## src/rtl/eth_cmp_consts.vh

```
/*
 Constants of the Ethernet/LLC/SNAP header comparator: register byte
 offsets, field positions, reset values and protocol values.
 Assumes inclusion by bare name from the comparator source.
*/
`ifndef ETH_CMP_CONSTS_VH
`define ETH_CMP_CONSTS_VH

// Register byte offsets
`define REG_CTRL 8'h00
`define REG_TAG_PROTOCOL 8'h04
`define REG_TYPE_MATCH 8'h08
`define REG_FLOW 8'h0c
`define REG_STATUS 8'h10

// Control register fields
`define CTRL_TYPE_CMP_EN 0
`define CTRL_BACKBONE_EN 1
`define CTRL_NEXT_CMP_LSB 4
`define CTRL_SIG_OFS_LSB 8
`define CTRL_MASK 32'h00001f73

// Flow register fields: enables then two tag-count bits per flow
`define FLOW_EN_LSB 0
`define FLOW_TAGS_LSB 8

// Reset values
`define CTRL_RST 32'h00000000
`define TAG_PROTOCOL_RST 32'h00008a88
`define TYPE_MATCH_RST 32'h00000000
`define FLOW_RST 32'h00000301

// Protocol values
`define C_TAG_TPID 16'h8100
`define LENGTH_LIMIT 16'h0600
`define LLC_SAP_A 8'haa
`define LLC_SAP_B 8'hab
`define LLC_CTL 8'h03
`define OUI_ALT_LOW 8'hf8
`define ANY_TAG_COUNT 2'h3

// Field lengths in bytes, last index of each field
`define ADDR_LAST 4'hb
`define ITAG_LAST 4'h3
`define LLC_LAST 4'h2
`define SNAP_LAST 4'h4

// AXI4-Lite responses
`define RESP_OKAY 2'h0
`define RESP_SLVERR 2'h2

`endif

```

## src/rtl/eth_header_comparator.v

```verilog
/*
 One Ethernet/LLC/SNAP header comparator stage of a packet analyzer
 engine, with its AXI4-Lite configuration slave.
 Assumes byte-serial frame data on aclk from the engine aligner, and
 an engine controller that gives the header start to the second stage.
*/
// Register access over AXI4-Lite and the register offsets are this design's own decisions.
`timescale 1ns/1ps
`default_nettype none
`include "eth_cmp_consts.vh"

module eth_header_comparator #(
    parameter INSTANCE = 0,
    parameter FLOWS = 8,
    parameter [15:0] ITAG_TPID = 16'h88e7
) (
    input wire aclk,
    input wire aresetn,
    // AXI4-Lite slave
    input wire [7:0] awaddr,
    input wire awvalid,
    output wire awready,
    input wire [31:0] wdata,
    input wire [3:0] wstrb,
    input wire wvalid,
    output wire wready,
    output reg [1:0] bresp,
    output reg bvalid,
    input wire bready,
    input wire [7:0] araddr,
    input wire arvalid,
    output wire arready,
    output reg [31:0] rdata,
    output reg [1:0] rresp,
    output reg rvalid,
    input wire rready,
    // Frame bytes from the aligner
    input wire in_valid,
    input wire [7:0] in_data,
    input wire in_sof,
    input wire in_eof,
    // Header start from the engine controller
    input wire start_valid,
    input wire [7:0] start_offset,
    // Result to the controller and next stage
    output reg result_valid,
    output reg result_match,
    output reg result_nop,
    output reg [7:0] next_offset,
    output reg [FLOWS-1:0] flow_hits,
    output wire [2:0] next_comparator,
    output wire [4:0] sig_offset
);

    ////////////////////////////////////////////////////////////////////
    // Parser states
    localparam [7:0] ST_IDLE = 8'h01;
    localparam [7:0] ST_SEEK = 8'h02;
    localparam [7:0] ST_ADDR = 8'h04;
    localparam [7:0] ST_TYPE = 8'h08;
    localparam [7:0] ST_TAG = 8'h10;
    localparam [7:0] ST_ITAG = 8'h20;
    localparam [7:0] ST_LLC = 8'h40;
    localparam [7:0] ST_SNAP = 8'h80;

    reg [31:0] ctrl;
    reg [31:0] tag_protocol;
    reg [31:0] type_match;
    reg [31:0] flow_cfg;
    reg [31:0] sel_old;
    reg aw_held;
    reg w_held;
    reg [7:0] aw_addr_q;
    reg [31:0] w_data_q;
    reg [3:0] w_strb_q;
    reg [7:0] state;
    reg [3:0] cnt;
    reg [7:0] pos;
    reg [7:0] hdr_start;
    reg [7:0] fld;
    reg [1:0] tags;
    reg snap_seen;
    reg is_length;
    reg eof_seen;
    wire [7:0] cur;
    wire [15:0] word;
    wire [15:0] s_tpid;
    wire backbone;
    wire type_cmp_en;
    wire is_tag;
    wire [FLOWS-1:0] hit_now;
    wire do_write;
    wire [7:0] rel_offset;
    wire [31:0] merged;

    ////////////////////////////////////////////////////////////////////
    // Configuration taps, one shared set for all flows
    assign s_tpid = tag_protocol[15:0];
    assign type_cmp_en = ctrl[`CTRL_TYPE_CMP_EN];
    assign backbone = (INSTANCE == 0) && ctrl[`CTRL_BACKBONE_EN];
    assign next_comparator = ctrl[`CTRL_NEXT_CMP_LSB+2:`CTRL_NEXT_CMP_LSB];
    assign sig_offset = ctrl[`CTRL_SIG_OFS_LSB+4:`CTRL_SIG_OFS_LSB];
    // Frame byte position and the two most recent bytes
    assign cur = in_sof ? 8'h00 : pos;
    assign word = {fld, in_data};
    assign is_tag = (word == `C_TAG_TPID) || (word == s_tpid);
    assign rel_offset = cur - hdr_start + 8'h01;

    // Flow hits on the number of leading tags seen
    genvar g;
    generate
        for (g = 0; g < FLOWS; g = g + 1) begin : flow_cmp
            wire [1:0] want;
            assign want = flow_cfg[`FLOW_TAGS_LSB+2*g+1:`FLOW_TAGS_LSB+2*g];
            assign hit_now[g] = flow_cfg[`FLOW_EN_LSB+g]
                && (want == `ANY_TAG_COUNT || want == tags);
        end
    endgenerate

    ////////////////////////////////////////////////////////////////////
    // AXI4-Lite write side: address and data in either order
    assign awready = !aw_held && !bvalid;
    assign wready = !w_held && !bvalid;
    assign do_write = aw_held && w_held && !bvalid;

    // Merge write data into the addressed register by byte strobes
    function [31:0] strobe_merge;
        input [31:0] old;
        input [31:0] nv;
        input [3:0] strb;
        integer i;
        begin
            strobe_merge = old;
            for (i = 0; i < 4; i = i + 1) begin
                if (strb[i]) strobe_merge[8*i+:8] = nv[8*i+:8];
            end
        end
    endfunction

    // Current value of the register being written
    always @* begin
        case (aw_addr_q)
            `REG_CTRL: sel_old = ctrl;
            `REG_TAG_PROTOCOL: sel_old = tag_protocol;
            `REG_TYPE_MATCH: sel_old = type_match;
            `REG_FLOW: sel_old = flow_cfg;
            default: sel_old = 32'h00000000;
        endcase
    end

    assign merged = strobe_merge(sel_old, w_data_q, w_strb_q);
    // Write channel capture, register update and response
    always @(posedge aclk) begin
        if (!aresetn) begin
            aw_held <= 1'b0;
            w_held <= 1'b0;
            aw_addr_q <= 8'h00;
            w_data_q <= 32'h00000000;
            w_strb_q <= 4'h0;
            bvalid <= 1'b0;
            bresp <= `RESP_OKAY;
            ctrl <= `CTRL_RST;
            tag_protocol <= `TAG_PROTOCOL_RST;
            type_match <= `TYPE_MATCH_RST;
            flow_cfg <= `FLOW_RST;
        end else begin
            if (awvalid && awready) begin
                aw_held <= 1'b1;
                aw_addr_q <= awaddr;
            end
            if (wvalid && wready) begin
                w_held <= 1'b1;
                w_data_q <= wdata;
                w_strb_q <= wstrb;
            end
            if (do_write) begin
                aw_held <= 1'b0;
                w_held <= 1'b0;
                bvalid <= 1'b1;
                bresp <= `RESP_OKAY;
                case (aw_addr_q)
                    `REG_CTRL: ctrl <= merged & `CTRL_MASK
                        & ~(INSTANCE != 0 ? 32'h2 : 32'h0);
                    `REG_TAG_PROTOCOL: tag_protocol <= {16'h0000, merged[15:0]};
                    `REG_TYPE_MATCH: type_match <= {16'h0000, merged[15:0]};
                    `REG_FLOW: flow_cfg <= {8'h00, merged[23:0]};
                    `REG_STATUS: bresp <= `RESP_OKAY;
                    default: bresp <= `RESP_SLVERR;
                endcase
            end else if (bvalid && bready) begin
                bvalid <= 1'b0;
            end
        end
    end

    ////////////////////////////////////////////////////////////////////
    // AXI4-Lite read side: answer one cycle after the address is taken
    assign arready = !rvalid;

    always @(posedge aclk) begin
        if (!aresetn) begin
            rvalid <= 1'b0;
            rdata <= 32'h00000000;
            rresp <= `RESP_OKAY;
        end else if (arvalid && arready) begin
            rvalid <= 1'b1;
            rresp <= `RESP_OKAY;
            case (araddr)
                `REG_CTRL: rdata <= ctrl;
                `REG_TAG_PROTOCOL: rdata <= tag_protocol;
                `REG_TYPE_MATCH: rdata <= type_match;
                `REG_FLOW: rdata <= flow_cfg;
                // Last result: offset, tags, length frame, match, nop
                `REG_STATUS: rdata <= {19'h00000, result_nop, result_match,
                    is_length, tags, next_offset};
                default: begin
                    rdata <= 32'h00000000;
                    rresp <= `RESP_SLVERR;
                end
            endcase
        end else if (rvalid && rready) begin
            rvalid <= 1'b0;
        end
    end

    ////////////////////////////////////////////////////////////////////
    // Header start: fixed at zero in the first copy
    always @(posedge aclk) begin
        if (!aresetn || INSTANCE == 0) begin
            hdr_start <= 8'h00;
        end else if (start_valid) begin
            hdr_start <= start_offset;
        end
    end

    ////////////////////////////////////////////////////////////////////
    // Header parser; each finish reports once per frame
    always @(posedge aclk) begin
        if (!aresetn) begin
            state <= ST_IDLE;
            cnt <= 4'h0;
            pos <= 8'h00;
            fld <= 8'h00;
            tags <= 2'h0;
            snap_seen <= 1'b0;
            is_length <= 1'b0;
            eof_seen <= 1'b0;
            result_valid <= 1'b0;
            result_match <= 1'b0;
            result_nop <= 1'b0;
            next_offset <= 8'h00;
            flow_hits <= {FLOWS{1'b0}};
        end else begin
            result_valid <= 1'b0;
            eof_seen <= in_valid && in_eof;
            // Frame ended before the header was complete
            if (eof_seen && state != ST_IDLE) begin
                state <= ST_IDLE;
                result_valid <= 1'b1;
                result_match <= 1'b0;
                result_nop <= 1'b1;
                flow_hits <= {FLOWS{1'b0}};
            end
            if (in_valid) begin
                fld <= in_data;
                if (in_sof) begin
                    pos <= 8'h01;
                end else if (pos != 8'hff) begin
                    pos <= pos + 8'h01;
                end
                if (in_sof || state == ST_SEEK) begin
                    tags <= 2'h0;
                    snap_seen <= 1'b0;
                    is_length <= 1'b0;
                    cnt <= 4'h1;
                    state <= (cur == hdr_start) ? ST_ADDR : ST_SEEK;
                end else begin
                    case (state)
                        ST_ADDR: begin
                            cnt <= cnt + 4'h1;
                            if (cnt == `ADDR_LAST) begin
                                state <= ST_TYPE;
                                cnt <= 4'h0;
                            end
                        end
                        ST_TYPE: begin
                            cnt <= 4'h1;
                            if (cnt != 4'h0) begin
                                cnt <= 4'h0;
                                // Last type field decides the protocol
                                if (snap_seen) begin
                                    finish(!is_tag && word >= `LENGTH_LIMIT);
                                end else if (is_tag) begin
                                    if (tags < (backbone ? 2'h1 : 2'h2)) begin
                                        tags <= tags + 2'h1;
                                        state <= ST_TAG;
                                    end else begin
                                        finish(1'b0);
                                    end
                                end else if (backbone && word == ITAG_TPID) begin
                                    state <= ST_ITAG;
                                end else if (word < `LENGTH_LIMIT) begin
                                    is_length <= 1'b1;
                                    state <= ST_LLC;
                                end else begin
                                    finish(!type_cmp_en
                                        || word == type_match[15:0]);
                                end
                            end
                        end
                        ST_TAG: begin
                            cnt <= cnt + 4'h1;
                            if (cnt == 4'h1) begin
                                cnt <= 4'h0;
                                state <= ST_TYPE;
                            end
                        end
                        ST_ITAG: begin
                            cnt <= cnt + 4'h1;
                            if (cnt == `ITAG_LAST) begin
                                finish(1'b1);
                            end
                        end
                        ST_LLC: begin
                            cnt <= cnt + 4'h1;
                            if (cnt == `LLC_LAST) begin
                                cnt <= 4'h0;
                                state <= ST_SNAP;
                                if (in_data != `LLC_CTL) begin
                                    finish(1'b0);
                                end
                            end else if (in_data != `LLC_SAP_A
                                && in_data != `LLC_SAP_B) begin
                                finish(1'b0);
                            end
                        end
                        ST_SNAP: begin
                            cnt <= cnt + 4'h1;
                            if ((cnt < 4'h2 && in_data != 8'h00)
                                || (cnt == 4'h2 && in_data != 8'h00
                                && in_data != `OUI_ALT_LOW)) begin
                                finish(1'b0);
                            end else if (cnt == `SNAP_LAST) begin
                                snap_seen <= 1'b1;
                                cnt <= 4'h0;
                                if (is_tag) begin
                                    state <= ST_TAG;
                                end else begin
                                    finish(word >= `LENGTH_LIMIT);
                                end
                            end
                        end
                        default: state <= ST_IDLE;
                    endcase
                end
            end
        end
    end
    // Report the result of this header and stop parsing the frame
    task finish;
        input ok;
        begin
            state <= ST_IDLE;
            result_valid <= 1'b1;
            result_match <= ok && (|hit_now);
            result_nop <= !(ok && (|hit_now));
            next_offset <= rel_offset;
            flow_hits <= hit_now;
        end
    endtask

endmodule // eth_header_comparator

`default_nettype wire

```

## config.mk

```make
export PLATFORM = sky130hd
export DESIGN_NAME = eth_header_comparator
export DESIGN_NICKNAME = d
export VERILOG_FILES = /design/src/rtl/eth_header_comparator.v
export VERILOG_INCLUDE_DIRS = /design/src /design/src/rtl
export SDC_FILE = /design/constraint.sdc
export NUM_CORES = 1
export LEC_CHECK = 0
export BUFFER_PORTS_ARGS = -buffer_cell sky130_fd_sc_hd__buf_4
export CORE_ASPECT_RATIO = 1.2
export CORE_MARGIN = 8
export CORE_UTILIZATION = 58
export DETAILED_ROUTE_END_ITERATION = 10
export PLACE_DENSITY = 0.88
export SLEW_MARGIN = 0
export SYNTH_ARGS = -nofsm -noshare
export SYNTH_HDL_FRONTEND = slang
export SYNTH_SLANG_ARGS = --single-unit
```

## constraint.sdc

```tcl
create_clock -name aclk -period 3.7 [get_ports aclk]
set_input_delay 0.555 -clock aclk [delete_from_list [all_inputs] [get_ports aclk]]
set_output_delay 0.555 -clock aclk [all_outputs]
set_load 0.01 [all_outputs]
```

==> results.cfg <==
[outcome]
outcome = finished clean

[timing]
layout_setup_ws_ns = 0.579
period_needed_ns = 3.12
clock_skew_ns = 0.00881
rsz0062_at_grt = no
tns_ns = 0
finalSetupViolCount = 0
fmax_mhz = 320
finalMaxSlewViolations = 0
hold_viol = 0
slew_headroom_pct = 32.5
finalCritPeriodShare_pct = 84.4
tightest_slew_ns = 1.01

[global_routing]
grt_pass1_wl_mm = 48.0
grt_pass1_vias = 9370
grt-ovfl-total = 0
grt_use_total_pct = 28.3
antenna_found_initial = 0
grt_start_max_net_pins = 85

[drt]
dr.pass1.iters = 5
vias = 9710
antenna_left = 0
route.detailed.drc = 0
wl_mm = 30.2
vias_per_cell = 6.38
wl_per_cell_um = 19.9
initialDrtViolationCount = 1037

[placed_design]
port_buffers = 118
gp_congestion = 0.990
dp_hpwl_mm = 22.1
dp_slack_ns = 0.656
place_inst = 1491
post_dp_cell_area_um2 = 10700

[power]
pwr-share-comb_pct = 10.5
power.switching_w = 0.00115
p_seq_share_pct = 48.5
power.leakage_nw = 4.15
internal-power_w = 0.00313
switching_share_pct = 26.9
irDropWorstVdd_v = 0.000320
power_frac_clock_pct = 41.0
powerDensity_nw_per_um2 = 381

[clock_tree]
clkSinkCount = 183
cts_made_buffers = 17
cts_tree = yes
hold_buffers = 0
clk_latency_ns = 0.44
cts_max_path_buffers = 2
cts_root_buffer = clkbuf_16
htree_num_levels = 4
cts_setup_buffers = 0
clk_pin_slew_worst_paths_ns = 0.07
post_cts_resized = 0

[min_path]
hold_class = in -> reg
holdPathStages = 2
min_from = rready
hold-path-endpoint = rvalid

[critical_path]
r2r-end = next_offset[2]
max_stage_delay_ns = 0.56
critPathMaxFanout = 16
critical_path.cell_chain = nor4_1, and2_1, a31o_2, or4b_1, a31oi_2, buf_4, o21ai_0, a21oi_1
critical-path-top-delay-family = simple AND/OR/NAND/NOR gates
worstRegToRegCells = 8
startpoint_type = flip-flop
path_buf_inv = 1
worstSetupPathType = reg -> reg
r2r-start = fld[3]
ff2ff_setup_slack_ns = 0.58
cp_slowest_cell = a31oi_2
crit_required_ns = 4.06
cp-end-kind = flip-flop
cp.arrival_ns = 3.48

[layout]
drive_above_1_share_pct = 15.0
fin_cells = 1521
finalNetCount = 1381
fill_cells = 1379
diodes = 0
fin_area_um2 = 11200
area_delta_synth_final_pct = 14.6

[logic_synthesis]
yosysTopAreaCellShare_pct = 37.4
yosys-top-cells-count = dfxtp_1 (183), nor2_1 (152), nand2_1 (135)
synthCells = 1235
yosysSeqAreaShare_pct = 37.4
synthArstFlopShare_pct = 0
synth_flop_cell = dfxtp_1
syn_area_per_cell_um2 = 7.92
synth_edf_count = 0
yosysWarnings = 0
netlist_top_cells_area = dfxtp_1 (37%), a21oi_1 (5.9%), nor2_1 (5.8%)
synth.distinct_cells = 77
synth.largest_area_cell = dfxtp_1
ys_seq_elements = 183
netlist_area_um2 = 9780
yosysMostFrequentCell = dfxtp_1

[floorplanning]
rows = 52
io_pins = 147
dieArea_um2 = 21300
core_area_um2 = 16700
die_y_um = 158
start_util_pct = 58.5
die_w_um = 135

[run]
drv_cap = 0
-- cell type report --
cell class / instances / area, um2 / share of cell area [%]
Multi-Input combinational cell: 939 / 5620 / 50.2
Tap cell: 216 / 270 / 2.41
Clock inverter: 12 / 121 / 1.08
Inverter: 20 / 77.6 / 0.692
Clock buffer: 18 / 429 / 3.83
Sequential cell: 183 / 3660 / 32.7
Timing Repair Buffer: 133 / 1020 / 9.13
-- layer usage --
| metal | up-vias | part of all wire (%) | track usage [%] |
|---|---|---|---|
| li1 | 4576 | - | - |
| met1 | 4548 | 38 | 32.2 |
| met2 | 463 | 49 | 47.6 |
| met3 | 123 | 7.8 | 5.97 |
| met4 | 0 | 5.4 | 17.6 |
| met5 | - | 0 | 0 |
-- sequential cells by signal (all words and copies together), names as in the netlist, 2 cells and up --
register and count:
flow_cfg 24, rdata 24, w_data_q 24, tag_protocol 16
type_match 16, ctrl 10, aw_addr_q 8, fld 8
flow_hits 8, next_offset 8, pos 8, state 8
cnt 4, w_strb_q 3, tags 2
-- power by group through the flow --
stage | registers (W) | clock network [W] | logic, W
floorplan | 0.00209 | 0 | 0.000321
global placement | 0.00211 | 0 | 0.000433
detailed placement | 0.00212 | 0 | 0.000442
CTS | 0.00207 | 0.00176 | 0.000445
global route | 0.00208 | 0.00184 | 0.000495
finish | 0.00207 | 0.00175 | 0.000450
-- how the worst max path moves through the flow --
stage | to | slack (ns) | start | cells past startpoint
after global routing | next_offset[2] | 0.42 | fld[3] | 8
after floorplan | result_valid | 0.92 | in_data[3] | 10
final | next_offset[2] | 0.58 | fld[3] | 8
after CTS | next_offset[2] | 0.61 | fld[3] | 8
after detailed placement | rdata[20] | 0.66 | araddr[0] | 7
after global placement | rdata[23] | 0.70 | araddr[0] | 7
-- metrics by stage --
| stage | power, W | hold slack, ns | utilization, % |
|---|---|---|---|
| global route | 0.00442 | 0.292 | 67.0 |
| global placement | 0.00255 | 0.438 | 63.7 |
| floorplan | 0.00241 | 0.431 | - |
| detailed placement | 0.00256 | 0.443 | 63.7 |
| CTS | 0.00427 | 0.288 | 67.0 |
| finish | 0.00427 | 0.292 | 67.0 |
-- layout by cell type, fill, tap and decap left out, drive strengths merged, types with 4 or more instances in the layout --
cell type	instances
inv	23
nand2b	20
or3	13
nand3	27
xor2	9
nor3	23
o211ai	15
nor2b	9
a21oi	116
a211oi	54
o21ai	49
nand4b	5
buf	133
o31ai	6
conb	10
nor2	152
and3	15
o2bb2ai	9
o221ai	4
clkbuf	18
a2bb2oi	6
dfxtp	183
nand2	135
or4	14
nor4	13
or2	5
and2	17
a22oi	18
clkinv	7
o22ai	18
nor3b	6
a221oi	12
mux2i	33
ha	8
a31oi	10
nand4	17
xnor2	36
mux2	9
-- kinds of logic (layout without fill, tap and decap cells) --
| kind of cell | after synthesis | count (layout) | share of synthesized area [%] |
|---|---|---|---|
| fa+ha+maj | 8 | 8 | 1.02 |
| mux | 42 | 42 | 4.41 |
| flops | 183 | 183 | 37.4 |
| buf+inv | 122 | 183 | 5.66 |
| xor+xnor | 45 | 45 | 4.03 |
| simple gates | 484 | 484 | 24.0 |
| compound gates | 350 | 350 | 23.4 |
| other cells | 1 | 10 | 0.0383 |
No activity file was read; power rests on OpenSTA's default activity.
